**src/common/cit_pkg.sv**
```systemverilog
// constants for the counter inputs and timer outputs block
package cit_pkg;
	localparam int          CLK_NS       = 40;
	localparam int          CLK_MHZ      = 25;
	localparam int          HT_PER_US    = 2;
	localparam int          TB_MHZ       = 1;
	localparam int          NCNT         = 4;
	localparam int          NTMR         = 2;
	localparam int          CNT_W        = 32;
	localparam int          DIV_W        = 16;
	localparam int          DB_W         = 20;
	localparam logic [15:0] DIV_STOP     = 16'hFFFF;
	// register byte offsets
	localparam logic [7:0]  A_CTRL       = 8'h00;
	localparam logic [7:0]  A_SCAN_DIV   = 8'h04;
	localparam logic [7:0]  A_STATUS     = 8'h08;
	localparam logic [7:0]  A_CNT_CFG    = 8'h10;
	localparam logic [7:0]  A_CNT_VAL    = 8'h20;
	localparam logic [7:0]  A_SCAN_VAL   = 8'h30;
	localparam logic [7:0]  A_TMR_DIV    = 8'h40;
	localparam logic [7:0]  A_SP_DIV     = 8'h48;
	// control fields
	localparam int          CTRL_RUN     = 0;
	localparam int          CTRL_EXT     = 1;
	localparam int          CFG_MODE_LO  = 0;
	localparam int          CFG_DB_LO    = 3;
	localparam int          CFG_RES_LO   = 7;
	localparam int          CFG_CLR      = 9;
	localparam int          CFG_FALL     = 10;
	localparam int          CFG_INDEX    = 11;
	localparam int          CFG_W        = 12;
	localparam logic [31:0] SCAN_DIV_RST = 32'h0000_03E8;
	localparam logic [1:0]  RESP_OKAY    = 2'h0;
	localparam logic [1:0]  RESP_SLVERR  = 2'h2;
	typedef enum logic [2:0] {
		M_EVENT   = 3'h0,
		M_PERIOD  = 3'h1,
		M_WIDTH   = 3'h2,
		M_BETWEEN = 3'h3,
		M_QUAD    = 3'h4
	} cit_mode_e;
	typedef enum logic [1:0] {
		R_X1 = 2'h0,
		R_X2 = 2'h1,
		R_X4 = 2'h2
	} cit_res_e;
	// debounce filter times in ns, sixteen settings
	localparam int DB_NS [16] = '{500, 1000, 2000, 5000, 10000, 20000,
		50000, 100000, 200000, 500000, 1000000, 2000000, 5000000,
		10000000, 20000000, 25500000};
endpackage

```
**src/design/cit_top.sv**
```systemverilog
// counter inputs, scan snapshot and square wave timer outputs
// Operation
// - four independent counters, each with a 32-bit count value
// - per channel mode: events, period, pulse width, edge gap, quadrature
// - inputs counted up to the rate the shortest 500 ns debounce lets through
// - counts readable any time and snapshot on each paced scan
// - quadrature resolution selectable x1, x2 or x4
// - two encoders from A and B pairs, or one with Z index
// - signed 32-bit position covers two billion pulses per revolution
// - debounce per input, sixteen times from 500 ns to 25.5 ms
// - two timer outputs, each a square wave from a 16-bit divisor
// - timer frequency is 1 MHz over divisor plus one, divisor 0..65535
// - setpoint load of 65535 stops the timer output
// - host write of 65535 keeps the slowest square wave running
// - host may rewrite a divisor at any time
// - setpoint hits during acquisition reload the timer divisor
`timescale 1ns/1ps
module cit_top
	import cit_pkg::*;
#(
	parameter int DB_DIV = 1
) (
	input  wire logic        CLOCK_I,
	input  wire logic        RST_N_I,
	input  wire logic        CE_I,
	input  wire logic [3:0]  CNT_IN_I,
	input  wire logic        EXT_PACER_I,
	input  wire logic [1:0]  SETPOINT_I,
	output logic      [1:0]  TMR_O,
	output logic             SCAN_STROBE_O,
	input  wire logic [7:0]  S_AXI_AWADDR,
	input  wire logic        S_AXI_AWVALID,
	output logic             S_AXI_AWREADY,
	input  wire logic [31:0] S_AXI_WDATA,
	input  wire logic [3:0]  S_AXI_WSTRB,
	input  wire logic        S_AXI_WVALID,
	output logic             S_AXI_WREADY,
	output logic      [1:0]  S_AXI_BRESP,
	output logic             S_AXI_BVALID,
	input  wire logic        S_AXI_BREADY,
	input  wire logic [7:0]  S_AXI_ARADDR,
	input  wire logic        S_AXI_ARVALID,
	output logic             S_AXI_ARREADY,
	output logic      [31:0] S_AXI_RDATA,
	output logic      [1:0]  S_AXI_RRESP,
	output logic             S_AXI_RVALID,
	input  wire logic        S_AXI_RREADY
);
	function automatic logic [DB_W-1:0] db_lim(input logic [3:0] sel);
		int c;
		c = (DB_NS[sel] + CLK_NS - 1) / CLK_NS / DB_DIV;
		if (c < 1)
			c = 1;
		db_lim = DB_W'(c);
	endfunction

	function automatic logic [31:0] merge(input logic [31:0] old,
		input logic [31:0] nw, input logic [3:0] be);
		for (int b = 0; b < 4; b++)
			merge[8*b +: 8] = be[b] ? nw[8*b +: 8] : old[8*b +: 8];
	endfunction

	logic [1:0]       rst_sync_r;
	logic             rst_n;
	logic [3:0]       in_m_r;
	logic [3:0]       in_s_r;
	logic [1:0]       pac_r;
	logic             pac_d_r;
	logic [3:0]       deb_r;
	logic [3:0]       deb_d_r;
	logic [DB_W-1:0]  dbc_r [NCNT];
	logic [CFG_W-1:0] cfg_r [NCNT];
	logic [CNT_W-1:0] cnt_r [NCNT];
	logic [CNT_W-1:0] meas_r [NCNT];
	logic [CNT_W-1:0] val_r [NCNT];
	logic [CNT_W-1:0] cur [NCNT];
	logic [CNT_W-1:0] snap_r [NCNT];
	logic [1:0]       ctrl_r;
	logic [31:0]      sdiv_r;
	logic [31:0]      stk_r;
	logic [DIV_W-1:0] tdiv_r [NTMR];
	logic [DIV_W-1:0] spdiv_r [NTMR];
	logic [4:0]       acc_r;
	logic             ht_r;
	logic             us_r;
	logic             scan;
	logic             wr;
	logic             rd;
	logic [7:0]       waddr;
	logic [31:0]      wval;
	logic [3:0]       wsel;
	logic [31:0]      rdat;
	logic             rerr;

	always_ff @(posedge CLOCK_I or negedge RST_N_I) begin
		if (!RST_N_I)
			rst_sync_r <= 2'h0;
		else
			rst_sync_r <= {rst_sync_r[0], 1'b1};
	end
	assign rst_n = rst_sync_r[1];

	// pins pass two flops; only the second stage feeds logic
	always_ff @(posedge CLOCK_I or negedge rst_n) begin
		if (!rst_n) begin
			in_m_r  <= 4'h0;
			in_s_r  <= 4'h0;
			pac_r   <= 2'h0;
			pac_d_r <= 1'b0;
		end else if (CE_I) begin
			in_m_r  <= CNT_IN_I;
			in_s_r  <= in_m_r;
			pac_r   <= {pac_r[0], EXT_PACER_I};
			pac_d_r <= pac_r[1];
		end
	end

	// 2 MHz half ticks from 25 MHz by phase accumulation (12/13 cycles)
	always_ff @(posedge CLOCK_I or negedge rst_n) begin
		if (!rst_n) begin
			acc_r <= 5'h00;
			ht_r  <= 1'b0;
			us_r  <= 1'b0;
		end else if (CE_I) begin
			if (acc_r + 5'(HT_PER_US) >= 5'(CLK_MHZ)) begin
				acc_r <= acc_r + 5'(HT_PER_US) - 5'(CLK_MHZ);
				ht_r  <= 1'b1;
				us_r  <= ~us_r;
			end else begin
				acc_r <= acc_r + 5'(HT_PER_US);
				ht_r  <= 1'b0;
			end
		end
	end

	// scan pacer: internal in 1 us ticks or external rising edge
	always_ff @(posedge CLOCK_I or negedge rst_n) begin
		if (!rst_n)
			stk_r <= 32'h0000_0000;
		else if (CE_I) begin
			if (!ctrl_r[CTRL_RUN] || scan)
				stk_r <= 32'h0000_0000;
			else if (ht_r && us_r)
				stk_r <= stk_r + 32'h0000_0001;
		end
	end
	assign scan = ctrl_r[CTRL_RUN] && (ctrl_r[CTRL_EXT] ?
		(pac_r[1] && !pac_d_r) : (stk_r >= sdiv_r));

	always_ff @(posedge CLOCK_I or negedge rst_n) begin
		if (!rst_n)
			SCAN_STROBE_O <= 1'b0;
		else if (CE_I)
			SCAN_STROBE_O <= scan;
	end

	genvar i;
	generate
	for (i = 0; i < NCNT; i++) begin : g_cnt
		localparam int NX = (i + 1) % NCNT;
		localparam int NZ = (i + 2) % NCNT;
		cit_mode_e mode;
		cit_res_e  res;
		logic      rise;
		logic      fall;
		logic      edg;
		logic      nx_rise;
		logic      a_ch;
		logic      b_ch;
		logic      up;
		logic      step;
		assign mode    = cit_mode_e'(cfg_r[i][CFG_MODE_LO +: 3]);
		assign res     = cit_res_e'(cfg_r[i][CFG_RES_LO +: 2]);
		assign rise    = deb_r[i] && !deb_d_r[i];
		assign fall    = !deb_r[i] && deb_d_r[i];
		assign edg     = cfg_r[i][CFG_FALL] ? fall : rise;
		assign nx_rise = deb_r[NX] && !deb_d_r[NX];
		assign a_ch    = deb_r[i] ^ deb_d_r[i];
		assign b_ch    = deb_r[NX] ^ deb_d_r[NX];
		assign up      = deb_r[i] ^ deb_d_r[NX];
		always_comb begin
			unique case (res)
			R_X1:    step = rise && !b_ch;
			R_X2:    step = a_ch && !b_ch;
			R_X4:    step = a_ch ^ b_ch;
			default: step = 1'b0;
			endcase
		end

		// glitches shorter than the chosen time never reach the counter
		always_ff @(posedge CLOCK_I or negedge rst_n) begin
			if (!rst_n) begin
				dbc_r[i]   <= '0;
				deb_r[i]   <= 1'b0;
				deb_d_r[i] <= 1'b0;
			end else if (CE_I) begin
				deb_d_r[i] <= deb_r[i];
				if (in_s_r[i] == deb_r[i])
					dbc_r[i] <= '0;
				else if (dbc_r[i] + 1'b1 >= db_lim(cfg_r[i][CFG_DB_LO +: 4]))
				begin
					dbc_r[i] <= '0;
					deb_r[i] <= in_s_r[i];
				end else
					dbc_r[i] <= dbc_r[i] + 1'b1;
			end
		end

		// position is two's complement, so 2^31 counts each way
		always_ff @(posedge CLOCK_I or negedge rst_n) begin
			if (!rst_n)
				cnt_r[i] <= '0;
			else if (CE_I) begin
				if (wr && wsel[CFG_CLR / 8] &&
					waddr == A_CNT_CFG + 8'(4 * i) &&
					wval[CFG_CLR])
					cnt_r[i] <= '0;
				else if (mode == M_EVENT && edg)
					cnt_r[i] <= cnt_r[i] + 1'b1;
				else if (mode == M_QUAD && cfg_r[i][CFG_INDEX] &&
					deb_r[NZ] && !deb_d_r[NZ])
					cnt_r[i] <= '0;
				else if (mode == M_QUAD && step)
					cnt_r[i] <= up ? cnt_r[i] + 1'b1
						: cnt_r[i] - 1'b1;
			end
		end

		// timed modes count system clocks of 40 ns
		always_ff @(posedge CLOCK_I or negedge rst_n) begin
			if (!rst_n) begin
				meas_r[i] <= '0;
				val_r[i]  <= '0;
			end else if (CE_I) begin
				unique case (mode)
				M_PERIOD: begin
					meas_r[i] <= edg ? '0 : meas_r[i] + 1'b1;
					if (edg)
						val_r[i] <= meas_r[i] + 1'b1;
				end
				M_WIDTH: begin
					if (rise)
						meas_r[i] <= '0;
					else if (deb_r[i])
						meas_r[i] <= meas_r[i] + 1'b1;
					if (fall)
						val_r[i] <= meas_r[i] + 1'b1;
				end
				M_BETWEEN: begin
					meas_r[i] <= rise ? '0 : meas_r[i] + 1'b1;
					if (nx_rise)
						val_r[i] <= meas_r[i] + 1'b1;
				end
				default: begin
					meas_r[i] <= '0;
					val_r[i]  <= '0;
				end
				endcase
			end
		end
		assign cur[i] = (mode == M_EVENT || mode == M_QUAD) ? cnt_r[i]
			: val_r[i];

		always_ff @(posedge CLOCK_I or negedge rst_n) begin
			if (!rst_n)
				snap_r[i] <= '0;
			else if (CE_I && scan)
				snap_r[i] <= cur[i];
		end

		always_ff @(posedge CLOCK_I or negedge rst_n) begin
			if (!rst_n)
				cfg_r[i] <= '0;
			else if (CE_I && wr && waddr == A_CNT_CFG + 8'(4 * i)) begin
				cfg_r[i] <= CFG_W'(merge(32'(cfg_r[i]), wval, wsel));
				cfg_r[i][CFG_CLR] <= 1'b0;
			end
		end
	end

	for (i = 0; i < NTMR; i++) begin : g_tmr
		logic [DIV_W-1:0] div_r;
		logic [DIV_W-1:0] pend_r;
		logic             pstop_r;
		logic             stop_r;
		logic [DIV_W:0]   hc_r;
		logic             host_wr;
		assign host_wr = wr && waddr == A_TMR_DIV + 8'(4 * i);

		always_ff @(posedge CLOCK_I or negedge rst_n) begin
			if (!rst_n) begin
				pend_r  <= '0;
				pstop_r <= 1'b1;
			end else if (CE_I) begin
				if (host_wr) begin
					pend_r  <= DIV_W'(merge(32'(tdiv_r[i]), wval, wsel));
					pstop_r <= 1'b0;
				end else if (SETPOINT_I[i] && ctrl_r[CTRL_RUN]) begin
					pend_r  <= spdiv_r[i];
					pstop_r <= spdiv_r[i] == DIV_STOP;
				end
			end
		end

		always_ff @(posedge CLOCK_I or negedge rst_n) begin
			if (!rst_n)
				tdiv_r[i] <= '0;
			else if (CE_I && host_wr)
				tdiv_r[i] <= DIV_W'(merge(32'(tdiv_r[i]), wval, wsel));
		end

		always_ff @(posedge CLOCK_I or negedge rst_n) begin
			if (!rst_n)
				spdiv_r[i] <= DIV_STOP;
			else if (CE_I && wr && waddr == A_SP_DIV + 8'(4 * i))
				spdiv_r[i] <= DIV_W'(merge(32'(spdiv_r[i]), wval, wsel));
		end

		// high for div+1 half ticks, low for div+1: 50 percent to within one clock
		always_ff @(posedge CLOCK_I or negedge rst_n) begin
			if (!rst_n) begin
				div_r    <= '0;
				stop_r   <= 1'b1;
				hc_r     <= '0;
				TMR_O[i] <= 1'b0;
			end else if (CE_I) begin
				// a stopped timer also waits for a half tick, so the
				// first high phase is never a sliver
				if (ht_r && (stop_r || hc_r == {div_r, 1'b1})) begin
					div_r    <= pend_r;
					stop_r   <= pstop_r;
					hc_r     <= '0;
					TMR_O[i] <= !pstop_r;
				end else if (ht_r) begin
					hc_r <= hc_r + 1'b1;
					if (hc_r == {1'b0, div_r})
						TMR_O[i] <= 1'b0;
				end
			end
		end
	end
	endgenerate

	// AXI4-Lite: write takes address and data together, one at a time
	assign S_AXI_AWREADY = S_AXI_AWVALID && S_AXI_WVALID && !S_AXI_BVALID;
	assign S_AXI_WREADY  = S_AXI_AWREADY;
	assign wr    = S_AXI_AWREADY && CE_I;
	assign waddr = {S_AXI_AWADDR[7:2], 2'h0};
	assign wval  = S_AXI_WDATA;
	assign wsel  = S_AXI_WSTRB;
	assign S_AXI_ARREADY = !S_AXI_RVALID;
	assign rd = S_AXI_ARVALID && S_AXI_ARREADY && CE_I;

	always_ff @(posedge CLOCK_I or negedge rst_n) begin
		if (!rst_n) begin
			ctrl_r <= 2'h0;
			sdiv_r <= SCAN_DIV_RST;
		end else if (wr) begin
			if (waddr == A_CTRL)
				ctrl_r <= 2'(merge(32'(ctrl_r), wval, wsel));
			if (waddr == A_SCAN_DIV)
				sdiv_r <= merge(sdiv_r, wval, wsel);
		end
	end

	always_comb begin
		rdat = 32'h0000_0000;
		rerr = 1'b0;
		unique casez (S_AXI_ARADDR[7:2])
		A_CTRL[7:2]:     rdat = 32'(ctrl_r);
		A_SCAN_DIV[7:2]: rdat = sdiv_r;
		A_STATUS[7:2]:   rdat = 32'({TMR_O, g_tmr[1].stop_r,
			g_tmr[0].stop_r});
		6'b0001??:       rdat = 32'(cfg_r[S_AXI_ARADDR[3:2]]);
		6'b0010??:       rdat = cur[S_AXI_ARADDR[3:2]];
		6'b0011??:       rdat = snap_r[S_AXI_ARADDR[3:2]];
		6'b01000?:       rdat = 32'(tdiv_r[S_AXI_ARADDR[2]]);
		6'b01001?:       rdat = 32'(spdiv_r[S_AXI_ARADDR[2]]);
		default:         rerr = 1'b1;
		endcase
	end

	always_ff @(posedge CLOCK_I or negedge rst_n) begin
		if (!rst_n) begin
			S_AXI_RVALID <= 1'b0;
			S_AXI_RDATA  <= 32'h0000_0000;
			S_AXI_RRESP  <= RESP_OKAY;
		end else if (CE_I) begin
			if (rd) begin
				S_AXI_RVALID <= 1'b1;
				S_AXI_RDATA  <= rdat;
				S_AXI_RRESP  <= rerr ? RESP_SLVERR : RESP_OKAY;
			end else if (S_AXI_RREADY)
				S_AXI_RVALID <= 1'b0;
		end
	end

	always_ff @(posedge CLOCK_I or negedge rst_n) begin
		if (!rst_n) begin
			S_AXI_BVALID <= 1'b0;
			S_AXI_BRESP  <= RESP_OKAY;
		end else if (CE_I) begin
			if (wr) begin
				S_AXI_BVALID <= 1'b1;
				S_AXI_BRESP  <= (waddr <= A_SP_DIV + 8'h04 &&
					waddr != 8'h0C) ? RESP_OKAY : RESP_SLVERR;
			end else if (S_AXI_BREADY)
				S_AXI_BVALID <= 1'b0;
		end
	end
endmodule

```
**config.mk**
```make
export PLATFORM = sky130hd
export DESIGN_NAME = cit_top
export DESIGN_NICKNAME = d
export VERILOG_FILES = /design/src/common/cit_pkg.sv /design/src/design/cit_top.sv
export SDC_FILE = /design/constraint.sdc
export NUM_CORES = 2
export LEC_CHECK = 0
export ABC_AREA = 1
export BUFFER_PORTS_ARGS = -buffer_cell sky130_fd_sc_hd__buf_2
export CORE_MARGIN = 8
export CORE_UTILIZATION = 60
export CTS_BUF_LIST = sky130_fd_sc_hd__clkbuf_8
export DETAILED_ROUTE_END_ITERATION = 7
export PLACE_DENSITY_LB_ADDON = 0.1
export SYNTH_ARGS = -nofsm -noshare
export SYNTH_HDL_FRONTEND = slang
export SYNTH_SLANG_ARGS = --single-unit
```
**constraint.sdc**
```tcl
create_clock -name CLOCK_I -period 62.8 [get_ports CLOCK_I]
set_input_delay 6.28 -clock CLOCK_I [delete_from_list [all_inputs] [get_ports CLOCK_I]]
set_output_delay 6.28 -clock CLOCK_I [all_outputs]
set_load 0.005 [all_outputs]
```
Word-level counts from Yosys, hierarchy flattened. Memory sizes are Yosys's and may differ from the RTL's. Cells that the tools add are included.

Register bits: 937. Bits in read-only memories: 2048. Bits of input ports: 67. Output and inout bits: 44. Memories: 4.

Add/sub/neg operators: 29. Divide/modulo/power cells: 4. $lt $le $gt $ge: 17. Equality and inequality tests: 67. Multiplexer cells: 145. Bitwise logic cells: 23. Reductions and logical operators: 166.

Memory list: (name not given) (words 16, width 32, read ports 1, clocked after memory_dff 0, wr ports 0, line cit_top.sv:51) `c = (DB_NS[sel] + CLK_NS - 1) / CLK_NS / DB_DIV;`; (name not given) (words 16, width 32, read ports 1, clocked after memory_dff 0, wr ports 0, line cit_top.sv:51); (name not given) (words 16, width 32, read ports 1, clocked after memory_dff 0, wr ports 0, line cit_top.sv:51); (name not given) (words 16, width 32, read ports 1, clocked after memory_dff 0, wr ports 0, line cit_top.sv:51).

Operators by type and width (number): 32-bit two-way mux (66); 32-bit one-hot mux with 3 select lines (8); 20-bit two-way mux (20); 32-bit by 1-bit adder with 32-bit output (second input constant) (9); 32-bit one-hot mux with 8 select lines (1); 16-bit two-way mux (10); 32-bit by 7-bit adder with 32-bit output (second input constant) (4); 32-bit binary-select mux with 2-bit select (2); 32-bit by 7-bit divider with 32-bit output (second input constant) (4); 32-bit by 2-bit less-than comparator with 1-bit output (second input constant) (4); 32-bit by 1-bit subtractor with 32-bit output (second input constant) (4); 32-bit by 2-bit subtractor with 32-bit output (second input constant) (4); 20-bit by 1-bit adder with 20-bit output (second input constant) (4); 20-bit >= comparator (4); 1-bit logical AND (70); 17-bit two-way mux (4); 2-bit AND reduction (32); 17-bit by 1-bit adder with 17-bit output (second input constant) (2); 17-bit by 16-bit equality test with 1-bit output (2); 17-bit equality test (2); 3-bit AND reduction (11); 16-bit equality test (second input constant) (2); 32-bit >= comparator (1); 8-bit two-way mux (4); other kinds (43) (177).

Longest topological paths before layout.
Word-level depth: 14. Mapped depth: 134. Gate-level depth less buffers: 132.

Worst setup path after synthesis. OpenSTA, ideal clock, no wires.

Kind: input -> output. Start point: input port S_AXI_AWVALID. End point: output port S_AXI_WREADY. Data arrival time: 6619 ps. Path slack: 49901 ps. Stages: 3. Buffers on the path: 1. Cell sequence: nand2_1 -> nor2_1 -> buf_4.

Longest elaborated chain between the ends: 2.

RTL lines: start, declared (line cit_top.sv:32) `input wire logic S_AXI_AWVALID,`; 1-bit logical AND (2 in series) (line cit_top.sv:345) `assign S_AXI_AWREADY = S_AXI_AWVALID && S_AXI_WVALID && !S_AXI_BVALID;`; end, declared (line cit_top.sv:37) `output logic S_AXI_WREADY,`.

Every way passes these cells.

Worst setup path in the final report.
Start point: register cfg_r[15] (netlist bit). End point: register dbc_r[23] (netlist bit).

Longest elaborated chain between the ends: 14.

RTL lines: start, declared (line cit_top.sv:72) `logic [CFG_W-1:0] cfg_r [NCNT];`; start signal, assigned by index (line cit_top.sv:275) `cfg_r[i] <= CFG_W'(merge(32'(cfg_r[i]), wval, wsel));`; 4-bit NOT with 5-bit output (not written as such) * (line cit_top.sv:51); memory read 16 x 32 bit *; 32-bit two-way mux (not written as such) * (2 in series) (line cit_top.sv:51); 32-bit by 7-bit adder with 32-bit output * (line cit_top.sv:51); 32-bit by 2-bit subtractor with 32-bit output * (line cit_top.sv:51); 32-bit by 7-bit divider with 32-bit output * (line cit_top.sv:51); 32-bit by 2-bit less-than comparator with 1-bit output (line cit_top.sv:52) `if (c < 1)`; 20-bit two-way mux * (line cit_top.sv:52); 20-bit two-way mux * (line cit_top.sv:198) `if (in_s_r[i] == deb_r[i])`; 20-bit two-way mux * (line cit_top.sv:196) `end else if (CE_I) begin`; 20-bit >= comparator * (line cit_top.sv:200) `else if (dbc_r[i] + 1'b1 >= db_lim(cfg_r[i][CFG_DB_LO +: 4]))`; 20-bit two-way mux * (line cit_top.sv:200); 20-bit two-way mux * (line cit_top.sv:198); end signal, assigned by index (line cit_top.sv:205) `dbc_r[i] <= dbc_r[i] + 1'b1;`; end, declared (line cit_top.sv:71) `logic [DB_W-1:0] dbc_r [NCNT];`.

Every way passes the cells marked *; elsewhere a longest branch is shown, timed or not. The select of a mux whose other input is x is not followed. A chain may end at the register's enable or synchronous reset.

==> qor.yml <==
ys_types: 101
postCtsSetupBuffers: 0
grt_pass1_vias: 76763
finalHoldViolations: 0
antenna_found_initial: 17
p_sw_share_pct: 57.6
syn_to_final_growth_pct: 6.29
async_reset_ff_share_pct: 100
syn_area_per_cell_sq_um: 6.65
grt_max_degree: 167
dieArea_sq_um: 148000
grt_pass1_wl_microns: 397000
die_h_microns: 384
postRouteAntennaNets: 0
power.total_w: 0.00523
fin_crit_ps: 17570
post_dp_cell_area_sq_um: 82900
clk_path_buf_depth: 3
wl_met2_microns: 110000
routed_via_density: 5.82
fmax_mhz: 56.9
rsz0062_at_grt: "false"
final_common_cell: "nand2_1"
finalMaxSlewViolations: 0
critPathMaxFanout: 19
htree_levels: 4
slew_headroom_pct: 11.4
cap_violations: 0
top_layer_used: "met5"
final_area_sq_um: 86600
wl_per_cell_microns: 17.5
clk_latency_ps: 930
p_clk_share_pct: 11.8
hp-class: "reg2reg"
fin_nets: 12467
p_sw_w: 0.00301
ctsResizeCount: 0
floorplan.initialDensity_pct: 60.3
mostFrequentLayoutCells: "nand2_1, inv_1, o21ai_0"
grtUsageTotal_pct: 32.4
cts_made_buffers: 165
tns_ps: 0
power_leakage_nw: 42.7
cpPeakStageDelay_ps: 790
portBuffers: 104
cp-end-kind: "flip-flop"
clkTransAtPathRegs_ps: 60
post-route-period-util_pct: 28.0
synthesis.area_sq_um: 81400
seq_area_frac_synth_pct: 28.8
worst-endpoint-required_ps: 63550
drtPass1Iterations: 8
tightest_slew_ps: 1310
wl_met1_microns: 109000
setup_ws_ps: 45230
netlist_instances: 12242
synth-edff-count: 0
cpMostUsedCell: "nand2_1"
place_inst: 13833
peakVddDrop_uv: 93.1
pwr-share-comb_pct: 73.1
cts_tree: "done"
run_status: "complete, no violations"
rows: 135
skew_ps: 71.2
drive_gt1_share_pct: 12.2
wl_microns: 248000
crit_path_top_delay_cell: "nand2_1"
num_vias: 82318
drc_errors: 0
dieWidth_microns: 384
cp-start-kind: "flip-flop"
setup_violations: 0
synthFlopType: "dfrtp_1"
postCtsHoldBufs: 0
seq_power_share_pct: 15.1
power_density_nw_per_um2: 60.4
ios: 111
cp.arrival_ps: 18320
wl_met3_microns: 20300
overflow: 0
first_iter_violations: 7735
yosys_warnings: 0
cts-root-buf: "clkbuf_8"
core_area_sq_um: 135000
dp_slack_ps: 45490
ys_ff_latch: 935
internal_power_w: 0.00222
fin_cells: 14144
clock-sinks: 935
place_congestion: 0.953
crit_type: "reg2reg"
r2r_slack_ps: 45230
dp_hpwl_microns: 189000
[worst max-delay path, delay by kind of cell, from the launching register on]
family                   cells  cell delay (ps)
flip-flops                   1              540
buffers and inverters       12             2290
adder cells (fa/ha/maj)      3              800
AO/OA/AOI/OAI               13             2200
AND/OR/NAND/NOR             83            11530
[final timing paths]
check                               from       endpoint  cells after the start
setup reg to reg               cfg_r[15]      dbc_r[23]                    111
hold / removal             rst_sync_r[0]  rst_sync_r[1]                      0
max in group asynchronous        RST_N_I  rst_sync_r[1]                      1
setup / recovery               cfg_r[15]      dbc_r[23]                    111
min in group asynchronous  rst_sync_r[1]     snap_r[94]                      0
hold reg to reg            rst_sync_r[0]  rst_sync_r[1]                      0
[cells in the mapped netlist, types with 17 or more instances]
master	n	area, sq um
nand2_1	3111	11700
inv_1	1631	6120
o21ai_0	1084	5430
nand3_1	934	4670
nor2_1	930	3490
dfrtp_1	893	22300
a21oi_1	384	1920
nand2_2	319	2000
clkbuf_1	283	1060
nand4_1	280	1750
o22ai_1	248	1550
xor2_1	243	2130
nor3_1	219	1100
ha_1	181	2260
nand2_4	167	1880
nand3_2	114	1140
inv_2	93	349
xnor2_1	85	744
nor4_1	75	469
nor2_2	57	357
nor2_4	52	586
o211ai_1	49	368
nand3b_1	47	353
dfstp_2	42	1100
nand3_4	42	736
o32ai_1	42	368
a31oi_1	36	225
a22oi_1	32	240
o21ai_1	31	155
clkinv_1	29	109
o21a_1	27	203
buf_6	26	293
a221oi_1	25	219
o31ai_1	24	180
or2_2	23	144
o21bai_1	22	165
a211oi_1	21	158
o21ai_2	21	184
clkbuf_8	19	262
o2111ai_1	17	149
[cell type report]
cell class                 count  area [sq um]
sequential                   935         23500
antenna                        7          17.5
tap                         1781          2230
inverter                    1778          6750
clock inverter                93           731
timing repair buffer         188          1180
clock buffer                 211          2900
fill                       12489         48600
multi-input combinational   9151         49300
[registers in the layout, summed over array words and instances (netlist names), 34 cells and up]
register    cells
cnt_r         128
dbc_r          80
meas_r        128
cfg_r          44
g_tmr.hc_r     34
snap_r        128
val_r         128
[per-stage QoR]
| stage | hold WS [ps] | utilization, % |
|---|---|---|
| floorplan | 331 | - |
| CTS | 347 | 64.0 |
| global placement | 340 | 61.3 |
| finish | 345 | 64.1 |
| global route | 350 | 64.0 |
| detailed placement | 335 | 61.3 |
[cell families (layout without fill, tap and decap cells)]
group	count (synthesis)	after routing	synth area share [%]
compound gates	2189	2189	15.6
xor+xnor	330	330	3.57
fa+ha+maj	181	181	2.78
buf+inv	2157	2270	10.8
flops	935	935	28.8
mux	22	22	0.326
other cells	2	10	0.00922
simple gates	6426	6426	38.0
[power groups by stage]
stage / clock network [W] / logic (W) / registers (W)
global route: 0.000650 / 0.00429 / 0.000801
finish: 0.000616 / 0.00382 / 0.000790
CTS: 0.000624 / 0.00378 / 0.000786
floorplan: 0 / 0.00310 / 0.000767
global placement: 0 / 0.00368 / 0.000793
detailed placement: 0 / 0.00376 / 0.000795
[metal layers]
layer  up-vias  global-route usage, %
met5         -                      0
met4         6                   12.1
met3       518                   5.85
met2      2955                   51.3
met1     38566                   44.4
li1      40273                      -
(Power assumes the default switching activity.)
